File: src/shared/pwm_pkg.sv
/*
  Shared constants for the two-channel PWM unit: register map, control
  field positions, reset values, prescaler limits and channel states.
  Assumes a 32-bit AXI4-Lite register bus and one 100 MHz clock.
*/
package pwm_pkg;

  localparam int CHANNELS = 2;

  // register byte addresses
  localparam logic [31:0] CTRL0_ADDR  = 32'hfffffb00;
  localparam logic [31:0] WIDTH0_ADDR = 32'hfffffb04;
  localparam logic [31:0] CTRL1_ADDR  = 32'hfffffb10;
  localparam logic [31:0] WIDTH1_ADDR = 32'hfffffb14;
  localparam logic [31:0] STATUS_ADDR = 32'hfffffb20;

  // decoded register selectors
  localparam logic [2:0] SEL_CTRL0  = 3'h0;
  localparam logic [2:0] SEL_WIDTH0 = 3'h1;
  localparam logic [2:0] SEL_CTRL1  = 3'h2;
  localparam logic [2:0] SEL_WIDTH1 = 3'h3;
  localparam logic [2:0] SEL_STATUS = 3'h4;
  localparam logic [2:0] SEL_NONE   = 3'h7;

  // control register layout and reset
  localparam logic [7:0] CTRL_RESET  = 8'h08;
  localparam logic [15:0] WIDTH_RESET = 16'h0000;
  localparam int RUN_BIT  = 7;
  localparam int LEN_HI   = 6;
  localparam int LEN_LO   = 4;
  localparam int POL_BIT  = 3;
  localparam int SYNC_BIT = 2;
  localparam int DIV_HI   = 1;
  localparam int DIV_LO   = 0;

  // main pulse length: code 0 is 8 bits, each step one bit fewer
  localparam logic [2:0] LEN_MAX_CODE  = 3'h4;
  localparam logic [3:0] MAIN_BITS_MAX = 4'h8;

  // prescaler: divide by 4 shifted left by the select code
  localparam logic [5:0] DIV_MIN = 6'h04;

  // status register layout
  localparam int STAT_RUN_LO = 0;
  localparam int STAT_OUT_LO = 4;

  localparam logic [1:0] RESP_OKAY   = 2'h0;
  localparam logic [1:0] RESP_SLVERR = 2'h2;

  typedef enum logic [2:0] {
    ST_IDLE = 3'b001,
    ST_WAIT = 3'b010,
    ST_RUN  = 3'b100
  } chan_state_e;

endpackage

File: src/hdl/dual_channel_pwm_unit.sv
/*
  Two-channel PWM unit with an AXI4-Lite register slave.
  Each channel has a control byte and a 16-bit width register; a status
  word shows which channels run and their output levels.
  Assumes one 100 MHz clock, synchronous active-low reset, and a
  master with at most one write and one read outstanding.
*/
`timescale 1ns/1ps
module dual_channel_pwm_unit
  import pwm_pkg::*;
(
  // clock and reset
  input  wire logic          aclk,
  input  wire logic          aresetn,
  // write address channel
  input  wire logic [31:0]   s_axi_awaddr,
  input  wire logic [2:0]    s_axi_awprot,
  input  wire logic          s_axi_awvalid,
  output logic               s_axi_awready,
  // write data channel
  input  wire logic [31:0]   s_axi_wdata,
  input  wire logic [3:0]    s_axi_wstrb,
  input  wire logic          s_axi_wvalid,
  output logic               s_axi_wready,
  // write response channel
  output logic [1:0]         s_axi_bresp,
  output logic               s_axi_bvalid,
  input  wire logic          s_axi_bready,
  // read address channel
  input  wire logic [31:0]   s_axi_araddr,
  input  wire logic [2:0]    s_axi_arprot,
  input  wire logic          s_axi_arvalid,
  output logic               s_axi_arready,
  // read data channel
  output logic [31:0]        s_axi_rdata,
  output logic [1:0]         s_axi_rresp,
  output logic               s_axi_rvalid,
  input  wire logic          s_axi_rready,
  // pwm pins, one per channel
  output logic [CHANNELS-1:0] pwm_out
);

  function automatic logic [2:0] reg_select(input logic [31:0] addr);
    logic [2:0] s;
    case (addr)
      CTRL0_ADDR:  s = SEL_CTRL0;
      WIDTH0_ADDR: s = SEL_WIDTH0;
      CTRL1_ADDR:  s = SEL_CTRL1;
      WIDTH1_ADDR: s = SEL_WIDTH1;
      STATUS_ADDR: s = SEL_STATUS;
      default:     s = SEL_NONE;
    endcase
    return s;
  endfunction

  // merge a write into a stored value one byte lane at a time
  function automatic logic [15:0] lane_merge(input logic [15:0] old,
                                             input logic [15:0] data,
                                             input logic [1:0]  strb);
    logic [15:0] r;
    r = old;
    if (strb[0]) begin
      r[7:0] = data[7:0];
    end
    if (strb[1]) begin
      r[15:8] = data[15:8];
    end
    return r;
  endfunction

  ////////////////////////////////////////////////////////////////////////
  // register storage

  logic [7:0]  control [CHANNELS];
  logic [15:0] width   [CHANNELS];
  logic [CHANNELS-1:0] running;

  ////////////////////////////////////////////////////////////////////////
  // write path: address and data may arrive in either order

  logic        aw_held;
  logic        w_held;
  logic [31:0] aw_addr;
  logic [31:0] w_data;
  logic [3:0]  w_strb;

  wire aw_fire = s_axi_awvalid && s_axi_awready;
  wire w_fire  = s_axi_wvalid && s_axi_wready;
  wire do_write = aw_held && w_held && !s_axi_bvalid;
  wire [2:0] wsel = reg_select(aw_addr);
  wire wr_hit = (wsel != SEL_NONE);

  always_ff @(posedge aclk) begin
    if (!aresetn) begin
      aw_held       <= 1'b0;
      aw_addr       <= '0;
      s_axi_awready <= 1'b0;
    end else begin
      if (aw_fire) begin
        aw_held <= 1'b1;
        aw_addr <= s_axi_awaddr;
      end else if (do_write) begin
        aw_held <= 1'b0;
      end
      s_axi_awready <= !aw_held && !aw_fire && !do_write;
    end
  end

  always_ff @(posedge aclk) begin
    if (!aresetn) begin
      w_held       <= 1'b0;
      w_data       <= '0;
      w_strb       <= '0;
      s_axi_wready <= 1'b0;
    end else begin
      if (w_fire) begin
        w_held <= 1'b1;
        w_data <= s_axi_wdata;
        w_strb <= s_axi_wstrb;
      end else if (do_write) begin
        w_held <= 1'b0;
      end
      s_axi_wready <= !w_held && !w_fire && !do_write;
    end
  end

  always_ff @(posedge aclk) begin
    if (!aresetn) begin
      s_axi_bvalid <= 1'b0;
      s_axi_bresp  <= RESP_OKAY;
    end else if (do_write) begin
      s_axi_bvalid <= 1'b1;
      s_axi_bresp  <= wr_hit ? RESP_OKAY : RESP_SLVERR;
    end else if (s_axi_bvalid && s_axi_bready) begin
      s_axi_bvalid <= 1'b0;
    end
  end

  ////////////////////////////////////////////////////////////////////////
  // per-channel registers and pulse logic

  genvar ch;
  generate
    for (ch = 0; ch < CHANNELS; ch++) begin : g_chan
      wire [2:0] ctrl_sel  = (ch == 1) ? SEL_CTRL1  : SEL_CTRL0;
      wire [2:0] width_sel = (ch == 1) ? SEL_WIDTH1 : SEL_WIDTH0;
      wire ctrl_wr  = do_write && (wsel == ctrl_sel) && w_strb[0];
      wire width_wr = do_write && (wsel == width_sel);
      wire tick;

      // byte lane 0 holds the whole control byte; bit updates are
      // read-modify-write by software
      always_ff @(posedge aclk) begin
        if (!aresetn) begin
          control[ch] <= CTRL_RESET;
        end else if (ctrl_wr) begin
          control[ch] <= w_data[7:0];
        end
      end

      // each byte lane updates only its own half
      always_ff @(posedge aclk) begin
        if (!aresetn) begin
          width[ch] <= WIDTH_RESET;
        end else if (width_wr) begin
          width[ch] <= lane_merge(width[ch], w_data[15:0],
                                  w_strb[1:0]);
        end
      end

      pwm_prescaler u_prescaler (
        .aclk    (aclk),
        .aresetn (aresetn),
        .run     (control[ch][RUN_BIT]),
        .div_sel (control[ch][DIV_HI:DIV_LO]),
        .tick    (tick)
      );

      pwm_channel u_channel (
        .aclk    (aclk),
        .aresetn (aresetn),
        .control (control[ch]),
        .width   (width[ch]),
        .tick    (tick),
        .pwm_out (pwm_out[ch]),
        .running (running[ch])
      );
    end
  endgenerate

  ////////////////////////////////////////////////////////////////////////
  // read path: one cycle from address handshake to data

  wire ar_fire = s_axi_arvalid && s_axi_arready;
  wire [2:0] rsel = reg_select(s_axi_araddr);
  logic [31:0] status_word;
  logic [31:0] read_word;

  always_comb begin
    status_word = '0;
    status_word[STAT_RUN_LO +: CHANNELS] = running;
    status_word[STAT_OUT_LO +: CHANNELS] = pwm_out;
  end

  always_comb begin
    case (rsel)
      SEL_CTRL0:  read_word = {24'h000000, control[0]};
      SEL_WIDTH0: read_word = {16'h0000, width[0]};
      SEL_CTRL1:  read_word = {24'h000000, control[1]};
      SEL_WIDTH1: read_word = {16'h0000, width[1]};
      SEL_STATUS: read_word = status_word;
      default:    read_word = '0;
    endcase
  end

  always_ff @(posedge aclk) begin
    if (!aresetn) begin
      s_axi_arready <= 1'b0;
      s_axi_rvalid  <= 1'b0;
      s_axi_rdata   <= '0;
      s_axi_rresp   <= RESP_OKAY;
    end else begin
      if (ar_fire) begin
        s_axi_rvalid <= 1'b1;
        s_axi_rdata  <= read_word;
        s_axi_rresp  <= (rsel == SEL_NONE) ? RESP_SLVERR : RESP_OKAY;
      end else if (s_axi_rvalid && s_axi_rready) begin
        s_axi_rvalid <= 1'b0;
      end
      s_axi_arready <= !s_axi_rvalid && !ar_fire;
    end
  end

endmodule

File: src/hdl/pwm_prescaler.sv
/*
  Prescaler for one PWM channel: a one-cycle tick every 4, 8, 16 or 32
  clocks. Assumes the select code is stable while the channel runs.
*/
`timescale 1ns/1ps
module pwm_prescaler
  import pwm_pkg::*;
(
  // clock and reset
  input  wire logic       aclk,
  input  wire logic       aresetn,
  // control
  input  wire logic       run,
  input  wire logic [1:0] div_sel,
  // operating clock tick
  output logic            tick
);

  logic [5:0] count;
  wire  [5:0] limit   = (DIV_MIN << div_sel) - 6'h01;
  wire        at_end  = (count == limit);

  ////////////////////////////////////////////////////////////////////////
  // held at zero while stopped so every start has the same phase
  always_ff @(posedge aclk) begin
    if (!aresetn || !run) begin
      count <= '0;
      tick  <= 1'b0;
    end else begin
      count <= at_end ? '0 : count + 6'h01;
      tick  <= at_end;
    end
  end

endmodule

File: src/hdl/pwm_channel.sv
/*
  One PWM channel: reload controller, main and ancillary pulse
  generators and the pulse synthesiser. Assumes control and width come
  straight from software registers and tick from its prescaler.
*/
`timescale 1ns/1ps
module pwm_channel
  import pwm_pkg::*;
(
  // clock and reset
  input  wire logic        aclk,
  input  wire logic        aresetn,
  // software settings
  input  wire logic [7:0]  control,
  input  wire logic [15:0] width,
  // operating clock tick
  input  wire logic        tick,
  // output and state
  output logic             pwm_out,
  output logic             running
);

  function automatic logic [7:0] bit_rev(input logic [7:0] v);
    logic [7:0] r;
    r = '0;
    for (int i = 0; i < 8; i++) begin
      r[i] = v[7 - i];
    end
    return r;
  endfunction

  chan_state_e state;
  chan_state_e next_state;
  logic [7:0]  cnt;
  logic [7:0]  frame;
  logic [7:0]  main_w;
  logic [7:0]  anc_n;

  wire       run  = control[RUN_BIT];
  wire [2:0] len  = control[LEN_HI:LEN_LO];
  wire       pol  = control[POL_BIT];
  wire       sync = control[SYNC_BIT];

  // prohibited codes fall back to the longest length
  wire [3:0] main_bits = (len > LEN_MAX_CODE) ? MAIN_BITS_MAX
                         : MAIN_BITS_MAX - {1'b0, len};
  wire [7:0] mask      = 8'hff >> (MAIN_BITS_MAX - main_bits);
  wire cycle_end = tick && (cnt == mask);
  wire frame_end = cycle_end && (frame == 8'hff);
  wire reload    = sync ? cycle_end : frame_end;

  // ancillary slots in bit-reversed order spread evenly over the frame
  wire anc_on   = (bit_rev(frame) < anc_n);
  wire main_act = (cnt < main_w);
  wire anc_act  = anc_on && (cnt == main_w);
  wire act      = main_act || anc_act;
  wire live     = (state == ST_RUN) && run;
  // inactive level follows polarity at once, running or not
  wire next_out = live ? (pol ? act : ~act) : ~pol;

  always_comb begin
    case (state)
      ST_IDLE: next_state = run ? ST_WAIT : ST_IDLE;
      ST_WAIT: next_state = !run ? ST_IDLE
                            : (reload ? ST_RUN : ST_WAIT);
      ST_RUN:  next_state = run ? ST_RUN : ST_IDLE;
      default: next_state = ST_IDLE;
    endcase
  end

  ////////////////////////////////////////////////////////////////////////
  always_ff @(posedge aclk) begin
    if (!aresetn) begin
      state   <= ST_IDLE;
      pwm_out <= 1'b0;
      running <= 1'b0;
    end else begin
      state   <= next_state;
      pwm_out <= next_out;
      running <= (next_state == ST_RUN);
    end
  end

  always_ff @(posedge aclk) begin
    if (!aresetn || !run) begin
      cnt   <= '0;
      frame <= '0;
    end else if (tick) begin
      cnt   <= cycle_end ? '0 : cnt + 8'h01;
      frame <= cycle_end ? frame + 8'h01 : frame;
    end
  end

  // working copies change only on the reload signal
  always_ff @(posedge aclk) begin
    if (!aresetn) begin
      main_w <= '0;
      anc_n  <= '0;
    end else if (run && reload) begin
      main_w <= width[15:8] & mask;
      anc_n  <= width[7:0];
    end
  end

endmodule

File: config.mk
export PLATFORM = sky130hd
export DESIGN_NAME = dual_channel_pwm_unit
export DESIGN_NICKNAME = d
export VERILOG_FILES = /design/src/shared/pwm_pkg.sv /design/src/hdl/dual_channel_pwm_unit.sv /design/src/hdl/pwm_prescaler.sv /design/src/hdl/pwm_channel.sv
export SDC_FILE = /design/constraint.sdc
export NUM_CORES = 1
export LEC_CHECK = 0
export BUFFER_PORTS_ARGS = -buffer_cell sky130_fd_sc_hd__buf_2
export CAP_MARGIN = 25
export CORE_MARGIN = 5
export CORE_UTILIZATION = 35
export DETAILED_ROUTE_END_ITERATION = 10
export PLACE_DENSITY = 0.52
export REMOVE_ABC_BUFFERS = 1
export SYNTH_ARGS = -nofsm -noshare
export SYNTH_HDL_FRONTEND = slang
export SYNTH_SLANG_ARGS = --single-unit
File: constraint.sdc
create_clock -name aclk -period 5.96 [get_ports aclk]
set_input_delay 0.298 -clock aclk [delete_from_list [all_inputs] [get_ports aclk]]
set_output_delay 0.298 -clock aclk [all_outputs]
set_load 0.005 [all_outputs]
### After elaboration in Yosys (flattened, before gate mapping)

Memory sizes are Yosys's and may differ from the RTL's.
Cells that the tools add are included.

| word-level totals | value |
|---|---|
| register bits | 181 |
| memory bits (writable) | 48 |
| output and inout port bits | 43 |
| memories | 2 |

Memories:

| memory | words | bits a word | read ports | clocked after memory_dff | wr ports | RTL line | text |
|---|---|---|---|---|---|---|---|
| width | 2 | 16 | 2 | 0 | 2 | dual_channel_pwm_unit.sv:75 | `logic [15:0] width [CHANNELS];` |
| control | 2 | 8 | 2 | 0 | 2 | dual_channel_pwm_unit.sv:74 | `logic [7:0] control [CHANNELS];` |

| cells by class | value |
|---|---|
| add/subtract/negate cells | 12 |
| magnitude comparators | 6 |
| equal/unequal tests | 35 |
| shift-type cells | 4 |
| muxes and demuxes | 61 |
| bitwise gates (word level) | 10 |
| reduce and logical (&&, ||, !) cells | 53 |

Operators with widths:

| cell | count |
|---|---|
| 32-bit equality test, second input constant | 10 |
| 8-bit two-way mux | 16 |
| 16-bit one-hot mux with 5 select lines | 1 |
| 8-bit by 1-bit adder with 8-bit output, second input constant | 4 |
| 8-bit equality test | 4 |
| 8-bit less-than comparator | 4 |
| 16-bit two-way mux | 2 |
| 3-bit one-hot mux with 5 select lines | 2 |
| 1-bit logical AND | 28 |
| 1-bit two-way mux | 26 |
| 3-bit by 2-bit equality test with 1-bit output, second input constant | 6 |
| 3-bit equality test, second input constant | 6 |
| 3-bit two-way mux | 6 |
| 3-bit one-hot mux with 3 select lines | 2 |
| 8-bit AND | 2 |
| 8-bit equality test, second input constant | 2 |
| 8-bit by 4-bit right shift with 8-bit output, first input constant | 2 |
| 6-bit by 1-bit adder with 6-bit output, second input constant | 2 |
| 3-bit by 1-bit equality test with 1-bit output, second input constant | 4 |
| 6-bit equality test | 2 |
| 3-bit by 2-bit left shift with 6-bit output, first input constant | 2 |
| 6-bit by 1-bit subtractor with 6-bit output, second input constant | 2 |
| 1-bit zero test | 11 |
| 2-bit two-way mux | 4 |
| 12 further kinds | 31 |

### Logic depth before layout (Yosys ltp)

Gate-level depths: netlist (run 1).
An unclocked memory read counts as a cell.

| logic depth | value |
|---|---|
| depth in word-level cells | 13 |
| mapped depth | 15 |
| gate-level depth less buffers | 14 |

### By module

A second synthesis (run 1) with hierarchy kept.

| second synthesis, totals | value |
|---|---|
| cells, all modules | 1222 |
| area total of the unflattened synthesis | 10750.3 µm² |

By module, submodules not included:

| module | times used | cells each | area an instance (µm²) | seq. area each (µm²) |
|---|---|---|---|---|
| dual_channel_pwm_unit | 1 | 564 | 5255.0 | 2942.8 |
| pwm_channel | 2 | 297 | 2418.6 | 740.7 |
| pwm_prescaler | 2 | 32 | 329.1 | 140.1 |

### Least setup slack after synthesis (run 1)

OpenSTA, ideal clock, no wires.

| timing | value |
|---|---|
| path kind | reg2reg |
| start | mem control[0][4] |
| end | reg g_chan[0].u_channel.anc_n[7] |
| arrival time | 3001 ps |
| data required time | 5844 ps |
| path slack | 2843 ps |
| stages on the path, launching flop included | 16 |
| path buffers | 1 |
| period minus slack after synthesis | 3117 ps |
| path through | edfxtp_1 > inv_1 > ha_1 > inv_1 > ha_1 > inv_1 > nand2_1 > ha_1 > xnor2_1 > a2111o_1 > nor3_2 > o221ai_2 > nor3_4 > buf_6 > mux2i_1 > nor2b_1 |

RTL lines:

| what | RTL line | text |
|---|---|---|
| from (decl) | dual_channel_pwm_unit.sv:74 |  |
| to (signal assigned) | pwm_channel.sv:101 | `anc_n <= width[7:0];` |
| to (decl) | pwm_channel.sv:37 | `logic [7:0] anc_n;` |

==> results of run 1 <==
[synthesized netlist by cell type, drive strengths merged (5+ instances only)]
master	count
nand4b	5
mux2i	20
buf	30
o31ai	5
dfxtp	163
nor2	71
nand2b	15
edfxtp	48
xor2	22
or3	6
nor4b	5
nand4	23
inv	49
nor3b	6
a21boi	63
and2	54
nand2	178
a22oi	12
xnor2	22
o211ai	6
nor4	8
clkbuf	36
o21ai	56
o221ai	5
nor3	9
a211oi	5
nor2b	14
a21oi	27
nand3	45
and3	11
ha	45
[flip-flops by register name (all words and copies together), names as in the netlist, 6 cells and up]
name                      count
width                        32
aw_addr                      32
s_axi_rdata                  16
g_chan.u_channel.cnt         16
w_data                       16
g_chan.u_channel.frame       16
g_chan.u_channel.main_w      16
control                      16
g_chan.u_prescaler.count     12
g_chan.u_channel.state        6
g_chan.u_channel.anc_n       16
[cells by family (layout without fill, tap and decap cells)]
| logic type | Yosys count | count (layout) | synth area share [%] |
|---|---|---|---|
| compound gates | 208 | 208 | 14.1 |
| xor+xnor | 44 | 44 | 3.79 |
| fa+ha+maj | 45 | 45 | 5.54 |
| buf+inv | 115 | 212 | 5.29 |
| flops | 211 | 211 | 46.2 |
| mux | 20 | 20 | 1.97 |
| other cells | 1 | 19 | 0.0369 |
| simple gates | 466 | 466 | 23.0 |
[stage by stage]
step,std cells,total power [W]
after floorplan,1061,0.00168
after global placement,1562,0.00178
after detailed placement,1564,0.00178
after CTS,1608,0.00331
after global routing,1608,0.00340
final,1609,0.00328
[final cells by class]
| cell class | count | share of cell area [%] |
|---|---|---|
| diodes | 1 | 0.0212 |
| flip-flops and latches | 211 | 39.8 |
| inverters | 49 | 1.56 |
| clock inverters | 12 | 1.24 |
| multi-input cells | 801 | 42.3 |
| clock buffers | 32 | 5.70 |
| repair buffers | 119 | 5.36 |
| well taps | 384 | 4.07 |
[cell usage in the layout, fill, tap and decap left out, types with 5 or more instances in the layout]
cell type	count
nand4_1	23
clkbuf_16	26
nor2_1	70
o211ai_1	6
nor3_1	7
clkbuf_1	6
nand2_1	178
nand4b_1	5
nor2b_1	14
a22oi_1	12
nor3b_1	6
conb_1	18
ha_1	45
or3_1	6
a21boi_0	55
xnor2_1	22
dfxtp_1	163
and3_1	11
and2_1	54
buf_4	6
o21ai_0	44
a21oi_1	26
mux2i_1	20
edfxtp_1	48
buf_2	112
nand2b_1	15
nand3_1	44
nor4_1	8
inv_1	49
xor2_1	22
o21ai_1	12
a21boi_1	8
[worst max-delay path, cell delays in order (launching register included)]
cell and delay, ps:
edfxtp_1 510, inv_1 120, ha_1 150, inv_1 40, ha_1 220, inv_1 110, nand2_1 110, ha_1 230
xnor2_1 200, a2111o_1 360, nor2_2 230, a21oi_2 190, nor3_4 840, a31oi_4 150, nor3b_1 360
[routing by layer]
| metal | vias up | share of wire, % | wire length, um |
|---|---|---|---|
| met2 | 186 | 44 | 10700 |
| met1 | 3483 | 49 | 12000 |
| met3 | 34 | 5.8 | 1430 |
| met4 | 0 | 1.9 | 476 |
| met5 | - | 0 | 0 |
| li1 | 4016 | - | - |
[how the worst max path moves through the flow]
stage | start | endpoint | slack, ps | cells after the start
finish | control[0][4] | g_chan[0].u_channel.running | 2020 | 14
global route | control[0][4] | g_chan[0].u_channel.running | 1790 | 14
CTS | control[0][4] | g_chan[0].u_channel.running | 2020 | 14
detailed placement | control[0][4] | g_chan[0].u_channel.running | 2060 | 14
global placement | control[0][4] | g_chan[0].u_channel.running | 2080 | 14
floorplan | control[0][4] | g_chan[0].u_channel.main_w[2] | 2770 | 14
[power breakdown]
part	internal (W)	switching, W	leakage (nW)
sequential	0.00150	0.0000373	1.77
clock	0.000929	0.000595	0.398
combinational	0.0000858	0.000128	2.22
==> results.tsv, run 1 <==
stage	metric	value	unit
run_status	status	completed	
synth	avgSynthCellArea	9.16	um2
power	leakagePower	4.39	nW
cts	clk-insertion-delay-late	510	ps
worst_setup_path	r2r_end	g_chan[0].u_channel.running	
timing	fin_crit	3940	ps
hold_path	min_path_type	in -> reg	
cts	cts_root_buf	clkbuf_16	
route	wire_per_inst	15.3	um
route	ant_nets	0	
finish	multi_input_area	4990	um2
finish	area_growth	16.2	%
hold_path	hold_depth	3	
global_routing	grt_usage	14.6	%
synth	synthCells	1110	
global_routing	antenna_found_initial	0	
floorplanning	core_area	28700	um2
finish	final_cell_area	11800	um2
placed_design	globalplace.congestion	0.813	
floorplanning	row_count	62	
synth	synth_top_area_share	32.1	%
worst_setup_path	path_class	reg -> reg	
worst_setup_path	critPathLaunchType	flip-flop	
floorplanning	die_x	180	um
global_routing	grt_pass1_vias	7723	
power	peakVddDrop	158	uV
timing	drv_slew	0	
synth	synth_area_leaders	dfxtp_1 (32%), edfxtp_1 (14%), nand2_1 (6.6%)	
worst_setup_path	rr_startpoint	control[0][4]	
synth	synth-main-ff-cell	dfxtp_1	
worst_setup_path	path_max_fanout	17	
cts	clock_sinks	211	
synth	synth_cell_types	69	
cts	cts_buffer_depth	3	
route	drc_errors	0	
global_routing	met2_usage	23.6	%
cts	postCtsHoldBufs	0	
worst_setup_path	setup.worst_path.end_class	flip-flop	
route	drt_wl_total	24600	um
floorplanning	dieHeight	180	um
finish	post-route-util	41.2	%
cts	cts_buffers	24	
synth	ys_ff_latch	211	
finish	final_net_count	1364	
global_routing	grt.busiest_layer	met2	
finish	fillers	2914	
cts	cts_tree	done	
timing	slew_headroom	35.3	%
cts	cts_max_level	1	
worst_setup_path	rr_worst_depth	14	
timing	rsz0062_at_grt	no	
timing	fin_skew	12.6	ps
synth	synth_top_cell_by_area	dfxtp_1	
power	p_per_area	277	nW/um2
flow_run	max_cap_viol_count	0	
cts	path_clk_slew	60	ps
worst_setup_path	critical_path_required	6350	ps
placed_design	pre_cts_slack	2060	ps
timing	worstMarginPinSlew	967	ps
timing	holdWs	37.9	ps
synth	async_flop_share	0	%
synth	syn-cell-area	10200	um2
timing	layout_setup_ws	2020	ps
synth	yosys_warnings	0	
worst_setup_path	rrSetupSlack	2020	ps
timing	setup-violations-final	0	
worst_setup_path	cp.arrival	4330	ps
global_routing	grtUsageMet1	19.9	%
route	drt_iter0_markers	340	
hold_path	min_to	w_data[5]	
cts	cts_resized	0	
synth	synth-edff-count	48	
global_routing	grt_max_degree	69	
timing	fmax	0.254	GHz
global_routing	grt_first_pass_wirelength	39800	um
floorplanning	dieArea	32600	um2
global_routing	grt.overflow.total	0	
placed_design	io_buffer_count	113	
timing	fin_tns_setup	0	ps
route	vias	7719	
synth	ys_seq_area_share	46.2	%
floorplanning	ios	156	
timing	fin_crit_sh	66.1	%
cts	cts_setup_buffers	0	
finish	seqCellArea	4700	um2
floorplanning	start_util	35.4	%
placed_design	place_area	11000	um2
timing	final_hold_viol_count	0	
placed_design	hpwl	18500	um
global_routing	grtUsageMet3	3.53	%
route	firstDrtPassIters	4	
hold_path	worstHoldStart	s_axi_wdata[5]	
finish	drive_above_1_share	13.8	%
route	viasPerCell	4.80	
Note: power is estimated with default switching activity, not from simulation.
==> inputs of run 2 (changes only) <==
--- a/config.mk
+++ b/config.mk
@@ -5,12 +5,13 @@
 export SDC_FILE = /design/constraint.sdc
 export NUM_CORES = 1
 export LEC_CHECK = 0
+export ABC_AREA = 1
 export BUFFER_PORTS_ARGS = -buffer_cell sky130_fd_sc_hd__buf_2
 export CAP_MARGIN = 25
 export CORE_MARGIN = 5
 export CORE_UTILIZATION = 35
 export DETAILED_ROUTE_END_ITERATION = 10
-export PLACE_DENSITY = 0.52
+export PLACE_DENSITY = 0.53
 export REMOVE_ABC_BUFFERS = 1
 export SYNTH_ARGS = -nofsm -noshare
 export SYNTH_HDL_FRONTEND = slang
==> constraint.sdc (replaced) <==
create_clock -name aclk -period 3.56 [get_ports aclk]
set_input_delay 0.178 -clock aclk [delete_from_list [all_inputs] [get_ports aclk]]
set_output_delay 0.178 -clock aclk [all_outputs]
set_load 0.005 [all_outputs]
==> run 2 against run 1 <==
Combinational power increased by 140%. Global-route usage rose by 1.0 points. Final cell count is 22% higher. Critical path type unchanged. Largest cell class unchanged.
==> results.tsv, run 2 <==
stage	metric	value	unit	change
run_status	status	completed		unchanged
synth	ys_seq_area_share	44.6	%	was 46.2%
synth	netlist_top_cells_count	nand2_1 (265), nor2_1 (216), dfxtp_1 (163)		was nand2_1 (178), dfxtp_1 (163), nor2_1 (70)
timing	fin_crit	3010	ps	was 3940 ps
floorplanning	dieArea	33700	um2	was 32600 um2
timing	fmax	0.332	GHz	was 0.254 GHz
global_routing	grt_pass1_vias	8894		was 7723
finish	final_common_cell	nand2_1		unchanged
synth	avgSynthCellArea	7.56	um2	was 9.16 um2
synth	synth_top_cell_by_area	dfxtp_1		unchanged
synth	synth-edff-count	48		unchanged
synth	synthCells	1396		was 1110
worst_setup_path	cp.arrival	3440	ps	was 4330 ps
global_routing	antenna_found_initial	0		unchanged
route	viasPerCell	4.73		was 4.80
route	drc_errors	0		unchanged
finish	largestRegisters	aw_addr (32), width (32)		unchanged
synth	synth_area_leaders	dfxtp_1 (31%), edfxtp_1 (14%), nand2_1 (9.4%)		was dfxtp_1 (32%), edfxtp_1 (14%), nand2_1 (6.6%)
synth	synth_top_area_share	30.9	%	was 32.1%
floorplanning	ios	156		unchanged
placed_design	globalplace.congestion	0.771		was 0.813
timing	drv_slew	0		unchanged
floorplanning	dieHeight	184	um	was 180 um
cts	cts_max_level	1		unchanged
floorplanning	die_x	184	um	was 180 um
power	leakagePower	5.48	nW	was 4.39 nW
timing	final_hold_viol_count	0		unchanged
global_routing	grt.overflow.total	0		unchanged
route	drt_wl_total	26800	um	was 24600 um
power	p_per_area	444	nW/um2	was 277 nW/um2
route	ant_nets	0		unchanged
synth	syn-cell-area	10600	um2	was 10200 um2
global_routing	grt_first_pass_wirelength	44000	um	was 39800 um
flow_run	max_cap_viol_count	0		unchanged
worst_setup_path	path_class	reg -> reg		unchanged
timing	layout_setup_ws	551	ps	was 2020 ps
global_routing	grt_max_degree	53		was 69
placed_design	hpwl	19500	um	was 18500 um
route	firstDrtPassIters	5		was 4
finish	final_net_count	1711		was 1364
timing	setup-violations-final	0		unchanged
cts	cts_buffers	26		was 24
timing	fin_crit_sh	84.5	%	was 66.1%
cts	clk-insertion-delay-late	530	ps	was 510 ps
global_routing	grt_usage	15.6	%	was 14.6%
synth	yosys_warnings	0		unchanged
finish	drive_above_1_share	12.8	%	was 13.8%
synth	synth-main-ff-cell	dfxtp_1		unchanged
synth	synth_cell_types	47		was 69
worst_setup_path	critPathLaunchType	flip-flop		unchanged
cts	path_clk_slew	60	ps	about the same
floorplanning	core_area	29700	um2	was 28700 um2
timing	worstMarginPinSlew	940	ps	was 967 ps
finish	layout_common_cells	nand2_1 (265), nor2_1 (216), dfxtp_1 (163), inv_1 (157), buf_2 (113)		was nand2_1 (178), dfxtp_1 (163), buf_2 (112), nor2_1 (70), a21boi_0 (55)
cts	clock_sinks	211		unchanged
timing	fin_skew	9.37	ps	was 12.6 ps
finish	final_cells	1963		was 1609
route	vias	9276		was 7719
route	wire_per_inst	13.6	um	was 15.3 um
finish	antenna_cells	0		was 1
cts	cts_root_buf	clkbuf_16		unchanged
route	drt_iter0_markers	542		was 340
timing	fin_tns_setup	0	ps	unchanged
placed_design	pre_cts_slack	535	ps	was 2060 ps
placed_design	placed_cells	1863		was 1564
finish	area_growth	21.0	%	was 16.2%
placed_design	io_buffer_count	113		unchanged
floorplanning	start_util	35.5	%	was 35.4%
power	peakVddDrop	282	uV	was 158 uV
worst_setup_path	critical_path_required	3990	ps	was 6350 ps
synth	yosysMostFrequentCell	nand2_1		unchanged
worst_setup_path	setup.worst_path.end_class	flip-flop		unchanged
floorplanning	row_count	63		was 62
timing	slew_headroom	36.9	%	was 35.3%
worst_setup_path	path_max_fanout	27		was 17
synth	ys_ff_latch	211		unchanged
timing	rsz0062_at_grt	no		unchanged
hold_path	min_path_type	in -> reg		unchanged
synth	async_flop_share	0	%	unchanged
cts	cts_tree	done		unchanged
cts	cts_buffer_depth	3		unchanged
run 2: cell types whose count changed in the layout (fill, tap and decap cells not counted), sizes merged, moves of 14 or more:
cell / delta
nand2b: -15
and2: -52
o21ai: +25
dlygate4sd3: +52
nor2b: -14
nand4: +30
a21boi: -63
nor3: +46
inv: +113
nor2: +154
nand2: +94
nand3: +39
mux2i: -20
a21oi: +54
run 2: cell type report:
cell class / count / area, um2
multi-input cells: 968 / 4910
flip-flops and latches: 211 / 4700
well taps: 390 / 488
fillers: 3064 / 17000
clock buffers: 34 / 711
inverters: 167 / 627
repair buffers: 179 / 1190
clock inverters: 14 / 131
run 2: critical path, stage by stage (launching register included):
cell,delay (ps)
edfxtp_1,430
inv_2,110
ha_1,140
inv_1,40
ha_1,200
inv_2,80
nand2_4,60
ha_1,190
nand2_1,60
nand2_1,110
nor2_1,230
nand3_1,110
nand2_1,70
nand2_1,80
nor2_4,140
inv_2,50
nor2_4,500
nand4_1,170
nand2_1,100
nor2_1,40
run 2: logic make-up (layout without fill, tap and decap cells):
family / count (synthesis) / in the layout / share of synthesized area [%]
adder cells (fa/ha/maj): 45 / 45 / 5.34
flip-flops: 211 / 211 / 44.6
other: 1 / 18 / 0.0355
buffers and inverters: 234 / 394 / 9.49
AND/OR/NAND/NOR: 699 / 699 / 29.3
AO/OA/AOI/OAI: 179 / 179 / 8.93
XOR/XNOR: 27 / 27 / 2.31
run 2: worst paths after layout:
kind | end | start | cells after the start | slack (ps)
max reg2reg | g_chan[0].u_channel.main_w[7] | control[0][4] | 19 | 550
max | g_chan[0].u_channel.main_w[7] | control[0][4] | 19 | 550
min | w_held | s_axi_wvalid | 4 | 230
min reg2reg | g_chan[1].u_prescaler.count[0] | g_chan[1].u_prescaler.count[0] | 1 | 450
run 2: report_power, final:
| group | switching, W | internal (W) |
|---|---|---|
| sequential | 0.0000505 | 0.00253 |
| combinational | 0.000311 | 0.000195 |
| clock | 0.00103 | 0.00155 |
run 2: layer usage:
metal,track usage [%],share of wire (%),up-vias
li1,-,-,4842
met1,21.1,47,4183
met2,26.5,45,214
met3,2.65,5.6,37
met4,3.28,1.7,0
met5,0,0,-
run 2: metrics by stage:
step                cell area (um2)  hold WS (ps)  total power, W  util (%)
CTS                           12800           217         0.00575      42.9
global placement              11400           379         0.00309      38.4
floorplan                     10200           267         0.00292         -
global route                  12800           250         0.00592      42.9
finish                        12800           233         0.00567      42.9
detailed placement            11400           380         0.00310      38.4
run 2: what timing repair did:
| item | in CTS | in global routing |
|---|---|---|
| hold endpoints to repair | 52 | 0 |
| buffers inserted | 0 | 0 |
| gates resized for setup | 0 | 0 |
| hold buffers | 52 | 0 |
